## src/logic/rx_decoder_cfg.svh

```systemverilog
`ifndef RX_DECODER_CFG_SVH
`define RX_DECODER_CFG_SVH
// register indices; byte address is four times the index
`define IDX_RX_CTL_ONE      6'h19
`define IDX_DECODER_SETUP   6'h1A
`define IDX_TX_RX_PHASE     6'h1B
`define IDX_THRESHOLDS      6'h1C
`define IDX_PSK_DEMOD       6'h1D
`define IDX_IRQ_STATUS      6'h20
`define IDX_IRQ_MASK        6'h21
`define IDX_DECODER_STATE   6'h22
// reset values
`define RST_RX_CTL_ONE      8'h73
`define RST_DECODER_SETUP   8'h08
`define RST_TX_RX_PHASE     8'hAD
`define RST_THRESHOLDS      8'hFF
`define RST_PSK_DEMOD       8'h1E
`define RST_IRQ             4'h0
// field positions
`define F_PULSES_HI         7
`define F_PULSES_LO         5
`define F_PROTO_HI          4
`define F_PROTO_LO          3
`define F_LP_OFF            2
`define F_GAIN_HI           1
`define F_GAIN_LO           0
`define F_MULTI             6
`define F_MASK_COLL         5
`define F_FRAMING_HI        4
`define F_FRAMING_LO        3
`define F_LINE_CODE         0
`define F_MIN_HI            7
`define F_MIN_LO            4
`define F_COLL_HI           3
`define F_COLL_LO           0
`define F_IGN_START         7
`define F_IGN_GUARD         6
`define F_IGN_END           5
`define F_FILTER_AMP        4
`define F_TAU_RX_HI         3
`define F_TAU_RX_LO         2
`define F_TAU_BURST_HI      1
`define F_TAU_BURST_LO      0
// interrupt status bits
`define IRQ_FRAME_DONE      0
`define IRQ_COLLISION       1
`define IRQ_FRAMING         2
`define IRQ_CONFIG          3
// codes
`define PROTO_TYPE_AB       2'h2
`define FRAMING_TYPE_A      2'h1
`endif

```

## src/logic/rx_decoder_pkg.sv

```systemverilog
package rx_decoder_pkg;
  typedef enum logic [1:0] {
    RX_OFF  = 2'h0,
    RX_ON   = 2'h1,
    RX_HOLD = 2'h3
  } rx_state_t;
  typedef logic [7:0] reg8_t;
endpackage

```

## src/logic/rx_decoder_regs.sv

```systemverilog
// Notes on behaviour
// RL1: codes 000..011 give 1, 2, 4 or 8 pulses per bit; 101..111 reserved.
// RL2: protocol code 10 selects Type A and B; codes 00 and 11 are reserved.
// RL3: gain codes 00..11 give 20, 24, 31 and 35 dB.
// RL4: multi-frame clear stops the receiver after one frame, set keeps it on.
// RL5: with masking set, bits after a detected collision are stored as zero.
// RL6: framing code 01 makes the decoder expect Type A framing.
// RL7: software keeps the reserved decoder setup bits 7 and 2..1 as they are.
// RL8: an eight-bit value sets the tx to rx clock phase, reset value ADh.
// RL9: input weaker than the four-bit minimum level is not evaluated.
// RL10: collision needs weak half-bit at collision level relative to strong.
// RL11: missing start of frame is a framing error unless bit 7 is set.
// RL12: a bad extra guard time is a framing error unless bit 6 is set.
// RL13: missing end of frame is a framing error unless bit 5 is set.
// RL14: one PLL time constant applies while receiving, another during bursts.
// RL15: line code 0 selects Manchester, 1 selects phase-shift decoding.
// RL16: all registers read and write and load their defaults on reset; status bits clear on writing ones, decoder state is read only.
`include "rx_decoder_cfg.svh"
`timescale 1ns/100ps
`default_nettype none
module rx_decoder_regs #(
  parameter int AMP_W = 4
) (
  input  wire logic             clk,
  input  wire logic             rst,
  input  wire logic             hsel,
  input  wire logic [7:0]       haddr,
  input  wire logic [1:0]       htrans,
  input  wire logic             hwrite,
  input  wire logic [2:0]       hsize,
  input  wire logic [31:0]      hwdata,
  input  wire logic             hready,
  output logic      [31:0]      hrdata,
  output logic                  hreadyout,
  output logic                  hresp,
  input  wire logic             rx_start,
  input  wire logic             frame_end,
  input  wire logic             burst_phase,
  input  wire logic             sym_valid,
  input  wire logic [AMP_W-1:0] sym_first_amp,
  input  wire logic [AMP_W-1:0] sym_second_amp,
  input  wire logic             psk_bit_valid,
  input  wire logic             psk_bit,
  input  wire logic [AMP_W-1:0] psk_strength,
  input  wire logic             missing_start,
  input  wire logic             guard_time_bad,
  input  wire logic             missing_end,
  output logic      [3:0]       pulses_per_bit,
  output logic      [1:0]       protocol_select,
  output logic      [5:0]       gain_db,
  output logic                  low_pass_off,
  output logic                  framing_type_a,
  output logic      [7:0]       tx_rx_phase_offset,
  output logic                  filter_amp_det,
  output logic      [1:0]       pll_time_constant,
  output logic                  receiver_on,
  output logic                  rx_bit,
  output logic                  rx_bit_valid,
  output logic                  bit_collision,
  output logic                  framing_error,
  output logic                  irq
);
  if (AMP_W < 4)
  begin : g_amp_w_check
    $error("AMP_W must be at least 4");
  end

  // ==========================================================
  // bus address phase
  // ==========================================================
  logic        xfer_take;
  logic [5:0]  xfer_idx;
  logic        wr_pend_r;
  logic [5:0]  wr_idx_r;

  assign xfer_take = hsel & htrans[1] & hready;
  assign xfer_idx  = haddr[7:2];

  always_ff @(posedge clk)
  begin
    if (rst)
    begin
      wr_pend_r <= 1'b0;
      wr_idx_r  <= 6'h00;
    end
    else
    begin
      wr_pend_r <= xfer_take & hwrite;
      wr_idx_r  <= xfer_idx;
    end
  end

  // ==========================================================
  // register write decode
  // ==========================================================
  rx_decoder_pkg::reg8_t rx_ctl_r;
  rx_decoder_pkg::reg8_t dec_setup_r;
  rx_decoder_pkg::reg8_t phase_r;
  rx_decoder_pkg::reg8_t thresh_r;
  rx_decoder_pkg::reg8_t psk_r;
  logic [3:0]  irq_stat_r;
  logic [3:0]  irq_mask_r;
  logic [7:0]  wdata;
  logic        wr_rx_ctl;
  logic        wr_dec_setup;
  logic        wr_phase;
  logic        wr_thresh;
  logic        wr_psk;
  logic        wr_stat;
  logic        wr_mask;

  assign wdata        = hwdata[7:0];
  assign wr_rx_ctl    = wr_pend_r & (wr_idx_r == `IDX_RX_CTL_ONE);
  assign wr_dec_setup = wr_pend_r & (wr_idx_r == `IDX_DECODER_SETUP);
  assign wr_phase     = wr_pend_r & (wr_idx_r == `IDX_TX_RX_PHASE);
  assign wr_thresh    = wr_pend_r & (wr_idx_r == `IDX_THRESHOLDS);
  assign wr_psk       = wr_pend_r & (wr_idx_r == `IDX_PSK_DEMOD);
  assign wr_stat      = wr_pend_r & (wr_idx_r == `IDX_IRQ_STATUS);
  assign wr_mask      = wr_pend_r & (wr_idx_r == `IDX_IRQ_MASK);

  // every bit stored as written, reserved ones included, except mask bits 7..4
  always_ff @(posedge clk)
  begin
    if (rst)
    begin
      rx_ctl_r    <= `RST_RX_CTL_ONE;    // RL16
      dec_setup_r <= `RST_DECODER_SETUP; // RL16
      phase_r     <= `RST_TX_RX_PHASE;   // RL8
      thresh_r    <= `RST_THRESHOLDS;    // RL16
      psk_r       <= `RST_PSK_DEMOD;     // RL16
      irq_mask_r  <= `RST_IRQ;
    end
    else
    begin
      if (wr_rx_ctl)
        rx_ctl_r <= wdata;
      if (wr_dec_setup)
        dec_setup_r <= wdata;            // RL7
      if (wr_phase)
        phase_r <= wdata;                // RL8
      if (wr_thresh)
        thresh_r <= wdata;
      if (wr_psk)
        psk_r <= wdata;
      if (wr_mask)
        irq_mask_r <= wdata[3:0];
    end
  end

  // ==========================================================
  // field views
  // ==========================================================
  logic [2:0] pulse_code;
  logic [1:0] proto_code;
  logic [1:0] gain_code;
  logic       multi_frame_receive;
  logic       mask_after_collision;
  logic [1:0] receive_framing_select;
  logic       receive_line_code;
  logic [3:0] min_signal_threshold;
  logic [3:0] collision_threshold;
  logic       ignore_missing_start;
  logic       ignore_guard_time_error;
  logic       ignore_missing_end;
  logic [1:0] pll_receive_time_constant;
  logic [1:0] pll_burst_time_constant;

  assign pulse_code   = rx_ctl_r[`F_PULSES_HI:`F_PULSES_LO];
  assign proto_code   = rx_ctl_r[`F_PROTO_HI:`F_PROTO_LO];
  assign gain_code    = rx_ctl_r[`F_GAIN_HI:`F_GAIN_LO];
  assign multi_frame_receive    = dec_setup_r[`F_MULTI];
  assign mask_after_collision   = dec_setup_r[`F_MASK_COLL];
  assign receive_framing_select =
    dec_setup_r[`F_FRAMING_HI:`F_FRAMING_LO];
  assign receive_line_code      = dec_setup_r[`F_LINE_CODE];
  assign min_signal_threshold   = thresh_r[`F_MIN_HI:`F_MIN_LO];
  assign collision_threshold    = thresh_r[`F_COLL_HI:`F_COLL_LO];
  assign ignore_missing_start    = psk_r[`F_IGN_START];
  assign ignore_guard_time_error = psk_r[`F_IGN_GUARD];
  assign ignore_missing_end      = psk_r[`F_IGN_END];
  assign pll_receive_time_constant =
    psk_r[`F_TAU_RX_HI:`F_TAU_RX_LO];
  assign pll_burst_time_constant   =
    psk_r[`F_TAU_BURST_HI:`F_TAU_BURST_LO];

  // ==========================================================
  // decoded settings
  // ==========================================================
  logic [3:0] pulses_nxt;
  logic [5:0] gain_nxt;
  logic       cfg_bad_wr;

  // reserved pulse codes keep the eight-pulse setting
  assign pulses_nxt = (pulse_code == 3'h0) ? 4'h1 :
                      (pulse_code == 3'h1) ? 4'h2 :
                      (pulse_code == 3'h2) ? 4'h4 : 4'h8;   // RL1
  assign gain_nxt   = (gain_code == 2'h0) ? 6'h14 :
                      (gain_code == 2'h1) ? 6'h18 :
                      (gain_code == 2'h2) ? 6'h1F : 6'h23;  // RL3
  // reserved pulse or protocol code written
  assign cfg_bad_wr = wr_rx_ctl &
    ((wdata[`F_PULSES_HI:`F_PULSES_LO] > 3'h4) |
     (wdata[`F_PROTO_HI:`F_PROTO_LO] == 2'h0) |
     (wdata[`F_PROTO_HI:`F_PROTO_LO] == 2'h3));             // RL1 RL2

  always_ff @(posedge clk)
  begin
    if (rst)
    begin
      pulses_per_bit    <= 4'h8;
      gain_db           <= 6'h23;
      pll_time_constant <= 2'h0;
      framing_type_a    <= 1'b0;
    end
    else
    begin
      pulses_per_bit    <= pulses_nxt;
      gain_db           <= gain_nxt;
      pll_time_constant <= burst_phase ? pll_burst_time_constant
                                       : pll_receive_time_constant; // RL14
      framing_type_a    <=
        (receive_framing_select == `FRAMING_TYPE_A);        // RL6
    end
  end

  assign protocol_select    = proto_code;                   // RL2
  assign low_pass_off       = rx_ctl_r[`F_LP_OFF];
  assign tx_rx_phase_offset = phase_r;                      // RL8
  assign filter_amp_det     = psk_r[`F_FILTER_AMP];
  // ==========================================================
  // receiver on and off
  // ==========================================================
  rx_decoder_pkg::rx_state_t rx_state_r;
  rx_decoder_pkg::rx_state_t rx_state_nxt;

  always_comb
  begin
    rx_state_nxt = rx_state_r;
    unique case (rx_state_r)
      rx_decoder_pkg::RX_OFF:
        if (rx_start)
          rx_state_nxt = rx_decoder_pkg::RX_ON;
      rx_decoder_pkg::RX_ON:
        if (frame_end && !multi_frame_receive)
          rx_state_nxt = rx_decoder_pkg::RX_HOLD;           // RL4
      rx_decoder_pkg::RX_HOLD:
        rx_state_nxt = rx_decoder_pkg::RX_OFF;
      default:
        rx_state_nxt = rx_decoder_pkg::RX_OFF;
    endcase
  end

  logic rx_live;
  always_ff @(posedge clk)
  begin
    if (rst)
    begin
      rx_state_r <= rx_decoder_pkg::RX_OFF;
      rx_live    <= 1'b0;
    end
    else
    begin
      rx_state_r <= rx_state_nxt;
      rx_live    <= (rx_state_nxt == rx_decoder_pkg::RX_ON);   // RL4
    end
  end
  assign receiver_on = rx_live;

  // ==========================================================
  // bit decision
  // ==========================================================
  logic [AMP_W-1:0] amp_strong;
  logic [AMP_W-1:0] amp_weak;
  logic [AMP_W-1:0] min_level;
  logic [AMP_W+3:0] weak_scaled;
  logic [AMP_W+3:0] coll_scaled;
  logic             man_ok;
  logic             man_coll;
  logic             psk_ok;
  logic             coll_seen_r;
  logic             bit_raw;
  logic             bit_ok;

  assign amp_strong  = (sym_first_amp >= sym_second_amp) ?
                       sym_first_amp : sym_second_amp;
  assign amp_weak    = (sym_first_amp >= sym_second_amp) ?
                       sym_second_amp : sym_first_amp;
  assign min_level   = AMP_W'(min_signal_threshold);
  // weak / strong >= level / 16
  assign weak_scaled = {amp_weak, 4'h0};
  assign coll_scaled = (AMP_W+4)'(amp_strong * collision_threshold);
  assign man_ok   = rx_live & sym_valid & !receive_line_code &
                    (amp_strong >= min_level);              // RL9 RL15
  assign man_coll = man_ok & (weak_scaled >= coll_scaled);  // RL10
  assign psk_ok   = rx_live & psk_bit_valid & receive_line_code &
                    (psk_strength >= min_level);            // RL9 RL15
  assign bit_raw  = receive_line_code ? psk_bit
                    : (sym_first_amp > sym_second_amp);     // RL15
  assign bit_ok   = man_ok | psk_ok;

  always_ff @(posedge clk)
  begin
    if (rst)
    begin
      rx_bit        <= 1'b0;
      rx_bit_valid  <= 1'b0;
      bit_collision <= 1'b0;
      coll_seen_r   <= 1'b0;
    end
    else
    begin
      rx_bit_valid  <= bit_ok;
      bit_collision <= man_coll;
      rx_bit        <= bit_ok & !man_coll & bit_raw &
                       !(mask_after_collision & coll_seen_r); // RL5
      if (rx_start | frame_end)
        coll_seen_r <= 1'b0;
      else if (man_coll)
        coll_seen_r <= 1'b1;                                // RL5
    end
  end

  // ==========================================================
  // framing errors
  // ==========================================================
  logic frame_err_ev;

  assign frame_err_ev = rx_live &
    ((missing_start  & !ignore_missing_start)  |            // RL11
     (guard_time_bad & !ignore_guard_time_error) |          // RL12
     (missing_end    & !ignore_missing_end));               // RL13

  always_ff @(posedge clk)
  begin
    if (rst)
      framing_error <= 1'b0;
    else
      framing_error <= frame_err_ev;
  end

  // ==========================================================
  // interrupt status, set wins over clear
  // ==========================================================
  logic [3:0] irq_ev;
  logic [3:0] irq_clr;

  assign irq_ev  = {cfg_bad_wr, frame_err_ev, man_coll,
                    rx_live & frame_end};
  assign irq_clr = wr_stat ? wdata[3:0] : 4'h0;

  always_ff @(posedge clk)
  begin
    if (rst)
    begin
      irq_stat_r <= `RST_IRQ;
      irq        <= 1'b0;
    end
    else
    begin
      irq_stat_r <= (irq_stat_r & ~irq_clr) | irq_ev;
      irq        <= |(((irq_stat_r & ~irq_clr) | irq_ev) & irq_mask_r);
    end
  end

  // ==========================================================
  // read data
  // ==========================================================
  logic [7:0] rd_sel;

  assign rd_sel =
    (xfer_idx == `IDX_RX_CTL_ONE)    ? rx_ctl_r    :
    (xfer_idx == `IDX_DECODER_SETUP) ? dec_setup_r :
    (xfer_idx == `IDX_TX_RX_PHASE)   ? phase_r     :
    (xfer_idx == `IDX_THRESHOLDS)    ? thresh_r    :
    (xfer_idx == `IDX_PSK_DEMOD)     ? psk_r       :
    (xfer_idx == `IDX_IRQ_STATUS)    ? {4'h0, irq_stat_r} :
    (xfer_idx == `IDX_IRQ_MASK)      ? {4'h0, irq_mask_r} :
    (xfer_idx == `IDX_DECODER_STATE) ?
      {5'h00, coll_seen_r, rx_state_r} : 8'h00;

  always_ff @(posedge clk)
  begin
    if (rst)
    begin
      hrdata    <= 32'h0000_0000;
      hreadyout <= 1'b1;
      hresp     <= 1'b0;
    end
    else
    begin
      hreadyout <= 1'b1;
      hresp     <= 1'b0;
      if (xfer_take & !hwrite)
        hrdata <= {24'h00_0000, rd_sel};
    end
  end
  logic unused_ok;
  assign unused_ok = &{1'b0, hsize, hwdata[31:8]};
endmodule // rx_decoder_regs
`default_nettype wire

```

## config.mk

```make
export PLATFORM = sky130hd
export DESIGN_NAME = rx_decoder_regs
export DESIGN_NICKNAME = d
export VERILOG_FILES = /design/src/logic/rx_decoder_pkg.sv /design/src/logic/rx_decoder_regs.sv
export VERILOG_INCLUDE_DIRS = /design/src /design/src/logic
export SDC_FILE = /design/constraint.sdc
export NUM_CORES = 1
export LEC_CHECK = 0
export BUFFER_PORTS_ARGS = -buffer_cell sky130_fd_sc_hd__buf_2
export CORE_UTILIZATION = 40
export DETAILED_ROUTE_END_ITERATION = 7
export GPL_TIMING_DRIVEN = 0
export PLACE_DENSITY = 0.61
export SLEW_MARGIN = 25
export SYNTH_ARGS = -nofsm -noshare
export SYNTH_HDL_FRONTEND = slang
export SYNTH_SLANG_ARGS = --single-unit
export TNS_END_PERCENT = 20
```

## constraint.sdc

```tcl
create_clock -name clk -period 5.68 [get_ports clk]
set_input_delay 0 -clock clk [delete_from_list [all_inputs] [get_ports clk]]
set_output_delay 0 -clock clk [all_outputs]
set_load 0.05 [all_outputs]
```

## Word level (Yosys, flattened, before mapping)

Cells that the tools add are included.
W data, S select, Z words.

- Equality and inequality tests: 23
- Muxes and demuxes: 22
- Div/mod/pow operators: 0
- Shift-type cells: 0
- Magnitude comparators: 6
- Multipliers: 1
- Bitwise gates (word level): 38
- Add/sub/neg operators: 0
- Reduce and logical (&&, ||, !) cells: 18

Operators by type and width:

| cell | count |
|---|---|
| $eq A6 B5 Y1 const B | 10 |
| $mux W8 | 5 |
| $mux W4 | 8 |
| $eq A6 B6 Y1 const B | 5 |
| $and A1 B1 Y1 | 28 |
| $mux W6 | 3 |
| $ge A4 B4 Y1 | 3 |
| $and A4 B4 Y4 | 2 |
| $eq A2 B1 Y1 const B | 4 |
| $ge A8 B8 Y1 | 1 |
| $logic_not A1 Y1 | 8 |
| $mul A4 B4 Y8 | 1 |
| $logic_not A2 Y1 | 3 |
| $mux W2 | 3 |
| $or A1 B1 Y1 | 6 |
| $reduce_or A2 Y1 | 3 |
| $eq A2 B2 Y1 const B | 2 |
| $gt A4 B4 Y1 | 1 |
| $not A4 Y4 | 1 |
| $or A4 B4 Y4 | 1 |
| $pmux W2 S2 | 1 |
| $reduce_or A4 Y1 | 1 |
| $eq A3 B1 Y1 const B | 1 |
| $eq A3 B2 Y1 const B | 1 |
| 6 further kinds | 6 |

- Memories: 0
- Word-level logic and storage cells: 133
- Input bits: 71
- Bits in latches: 0
- Bits in read-only memories: 0
- Memory bits (writable): 0
- Bits in registers: 85

## Depth between registers and ports, before layout

- Word-level depth: 9
- Depth in mapped cells: 23

## Worst setup path before layout

OpenSTA, ideal clock, no wires.

- Path kind: input to register
- Start point: input port sym_first_amp[0]
- End point: register coll_seen_r
- Stages: 22
- Setup time: 0.103 ns
- Data required time: 5.577 ns
- Setup slack: 1.156 ns
- Arrival time: 4.421 ns
- Path through: inv_1 ha_1 nor3b_1 o21ai_2 buf_2 o21ai_0 nand2_1 fa_1 inv_1 fa_1 ha_1 a21o_1 a21oi_1 o21bai_1 a21oi_1 xor2_1 ha_1 nand3_1 nor3_1 o211ai_1 a21o_1 a2111oi_2

- Longest elaborated chain between the ends: 5

Ends and longest elaborated chain:

| item | line | source |
|---|---|---|
| start, declared | rx_decoder_regs.sv:40 | `input wire logic [AMP_W-1:0] sym_first_amp,` |
| $ge A4 B4 Y1 | rx_decoder_regs.sv:284, rx_decoder_regs.sv:286 |  |
| $mux W4 | rx_decoder_regs.sv:284 | `assign amp_strong = (sym_first_amp >= sym_second_amp) ?` |
| $mul A4 B4 Y8 / $ge A4 B4 Y1 (equally long branches) | rx_decoder_regs.sv:291, rx_decoder_regs.sv:293 |  |
| $ge A8 B8 Y1 / $and A1 B1 Y1 (equally long branches) | rx_decoder_regs.sv:294, rx_decoder_regs.sv:292 |  |
| $and A1 B1 Y1 * | rx_decoder_regs.sv:294 | `assign man_coll = man_ok & (weak_scaled >= coll_scaled);` |
| end signal, assigned | rx_decoder_regs.sv:308 | `coll_seen_r <= 1'b0;` |
| end signal, assigned | rx_decoder_regs.sv:317 | `coll_seen_r <= 1'b0;` |
| end signal, assigned | rx_decoder_regs.sv:319 | `coll_seen_r <= 1'b1;` |
| end, declared | rx_decoder_regs.sv:280 | `logic coll_seen_r;` |

Every way passes the cells marked *; elsewhere a longest branch is shown, timed or not.
A chain may end at the register's enable or synchronous reset.

## Worst setup path after layout

Same ends and word-level chain as after synthesis.

==> impl_results.md <==
- Status: complete, but fails checks
- Failing checks: design-rule violations
- Post-DR wirelength/cell: 15.90 um
- Post-synthesis cell area: 4768 um^2
- Worst r2r path cells: 17
- Commonest non-fill, non-tap cell in the layout: dfxtp_1
- Antenna violations before repair: 0
- CP endpoint kind: flop
- Core region area: 11520 um^2
- Most frequent cells in the layout: dfxtp_1 (84), buf_2 (82), nor2_1 (81), buf_4 (33), ha_1 (33)
- Die Y: 111.2 um
- Kind of start point of the critical path: input pin
- Fin. max-slew vios: 0
- Nets: 781
- Syn Inst Count: 545
- Setup TNS: 0 ns
- YS warnings: 0
- TritonCTS clock tree: yes
- Clock buffer depth: 2
- Max Cap Viol: 0
- Power, Total: 1.637 mW
- Root Driver: clkbuf_16
- Largest fanout on the critical path: 5
- Layout area overhead: 23.80%
- Cell area power density: 277.3 nW/um^2
- HP Start: haddr[2]
- RSZ-0062 raised after global routing: no
- WS Path Type: in -> reg
- Row count: 39
- Drt pass-1 iters: 7
- Num ports: 136
- Crit path cell chain: buf_2 > inv_1 > ha_1 > nor3b_1 > o21ai_2 > buf_4 > mux2i_1 > nand2b_1 > fa_1 > inv_1 > fa_1 > ha_1 > a21o_1 > a21oi_2 > o21bai_1 > a21oi_1 > xor2_1 > ha_1 > nand3_1 > nor3_1 > o211ai_1 > a21o_1 > a2111oi_2 > dlygate4sd3_1
- Worst VDD drop: 139.1 uV
- Overall Global Routing Usage: 0.2206
- Slowest cell on the critical path: dlygate4sd3_1
- Share of cells above drive strength 1: 0.2260
- Num CTS Buffers: 9
- Critical Path RT: 5.97 ns
- Largest net degree at the start of global routing: 14
- Reg2reg start: thresh_r[3]
- #FFs+latches synth: 84
- Clk sinks: 84
- Detailed Route Iter0 Violations: 333
- Arr. time, crit path: 5.43 ns
- Post-synth ARST share: 0
- Starting Density: 0.4141
- H-tree Lvls: 3
- Worst hold endpoint: wr_idx_r[0]
- Synth Area per Inst: 8.749 um^2
- Die area: 12360 um^2
- Lkg Pwr: 2.729 nW
- Grt ovf: 0
- R2r endpoint: coll_seen_r
- Die Wd: 111.2 um
- Fill cells: 1104
- Post-synth top area share: 0.3527
- First-pass GRT wire length: 21.07 mm
- Most common flop cell mapped by yosys: dfxtp_1
- HPWL Detailed: 9.993 mm
- Vias in the first global route: 4092
- Antenna diode count: 0
- Placer Congestion: 0.9281
- Max Fclk: 194.6 MHz
- Vias per inst: 5.221
- Synth top area cells: dfxtp_1 (35%), ha_1 (8.7%), nor2_1 (6.4%)
- Top cell by count, worst path: ha_1
- Slew headroom: 0.5294
- Tmin final: 5.138 ns
- Slowest stage delay, CP: 0.58 ns
- Synth area leader: dfxtp_1
- Worst skew pair latency: 0.35 ns
- Via count: 4281
- Synth unique cells: 65
- Worst reg-to-reg setup slack: 1.05 ns
- Measured slew at the worst slew-check pin: 0.7059 ns
- Post-synthesis sequential area ratio: 0.3527
- Final Hold Vio Count: 0
- Remaining DRCs: 16
- Worst Clk Skew: 0.007382 ns
- Post-synth EDFFs: 0
- Final Cycle Share: 0.9045
- Final WL: 13.04 mm
- Hold crit path type: in -> reg
- Worst-path clk slew: 0.06 ns
- Final setup fails: 0
- Hold depth: 3
- Final ANT Viol Nets: 0
- # port buffers: 78
-- registers in the layout, summed over array words and instances, names as in the netlist, 2 cells and up --
register / flops
pll_time_constant: 2
wr_idx_r: 6
rx_state_r: 2
hrdata: 8
tx_rx_phase_offset: 8
rx_ctl_r: 8
dec_setup_r: 8
thresh_r: 8
psk_r: 8
irq_mask_r: 4
pulses_per_bit: 4
irq_stat_r: 4
gain_db: 5
-- worst max path at each step --
stage	end	from	slack [ns]
after floorplan	coll_seen_r	sym_first_amp[0]	1.16
after global placement	coll_seen_r	sym_first_amp[0]	0.40
after detailed placement	coll_seen_r	sym_first_amp[0]	0.29
after CTS	coll_seen_r	sym_first_amp[0]	0.12
after global routing	coll_seen_r	sym_second_amp[3]	0.04
final	coll_seen_r	sym_first_amp[0]	0.54
-- synth_stat cells (7+ instances only) --
library cell  number
and2_1             7
inv_1             30
mux2i_1           30
o21ai_0           10
a21oi_1           29
clkbuf_1          14
nand3_1            7
a22oi_1            7
dfxtp_1           84
nand2_1           28
nor2b_1           22
mux2_2             7
nor2_1            81
buf_4             30
a211o_1           18
ha_1              33
a211oi_1           7
-- area by class of cell --
class                   count  area (um^2)  share of cell area
inverters                  31        116.4             0.01971
clock inverters             4        73.82             0.01251
repair buffers             93        535.5             0.09072
flip-flops and latches     84         1682              0.2849
plain buffers              52        324.1             0.05490
multi-input cells         402         2750              0.4659
clock buffers              11        242.7             0.04112
well taps                 143        178.9             0.03031
-- per-layer routing --
layer / track usage / wire, um
met1: 0.2763 / 5781
met2: 0.3767 / 6234
met3: 0.03609 / 800
met4: 0.08739 / 219
met5: 0 / 0
-- report_power, final --
part           switching [mW]  total (mW)  internal, mW
clock                   0.233       0.628         0.395
combinational           0.238       0.405         0.167
sequential            0.00712       0.604         0.597
total                   0.479        1.64          1.16
-- critical path, delay by kind of cell --
kind                     cells  cell delay [ns]
AO/OA/AOI/OAI                8             1.48
XOR/XNOR                     1             0.10
AND/OR/NAND/NOR              4             0.72
multiplexers                 1             0.17
adder cells (fa/ha/maj)      5             2.01
buffers and inverters        5             0.95
-- per-stage QoR --
stage,setup WS (ns),cells,hold WS (ns),util,cell area (um^2)
3_3_place_gp,0.4009,790,0.1929,0.4713,5428
3_5_place_dp,0.2887,790,0.2017,0.4713,5428
2_1_floorplan,1.156,569,0.06886,-,4858
6_report,0.5425,820,0.02807,0.5126,5903
5_1_grt,0.04090,820,0.02785,0.5126,5903
4_1_cts,0.1194,818,0.01586,0.5101,5874
-- cell families (layout without fill, tap and decap cells) --
| group | Yosys count | in the layout | share of synthesized area |
|---|---|---|---|
| multiplexers | 37 | 37 | 0.07951 |
| flip-flops | 84 | 84 | 0.3527 |
| AND/OR/NAND/NOR | 187 | 187 | 0.1978 |
| adder cells (fa/ha/maj) | 37 | 37 | 0.1034 |
| buffers and inverters | 83 | 191 | 0.09184 |
| AO/OA/AOI/OAI | 110 | 110 | 0.1640 |
| other | 2 | 26 | 0.001575 |
| XOR/XNOR | 5 | 5 | 0.009186 |
-- what timing repair did --
| item | CTS | global route |
|---|---|---|
| setup endpoints to repair | 0 | 1 |
| endpoints found under the hold margin | 19 | 0 |
| hold buffers | 13 | 0 |
| resized for setup | 0 | 7 |
| setup buffers | 0 | 2 |
Note: power is estimated with default switching activity, not from simulation.
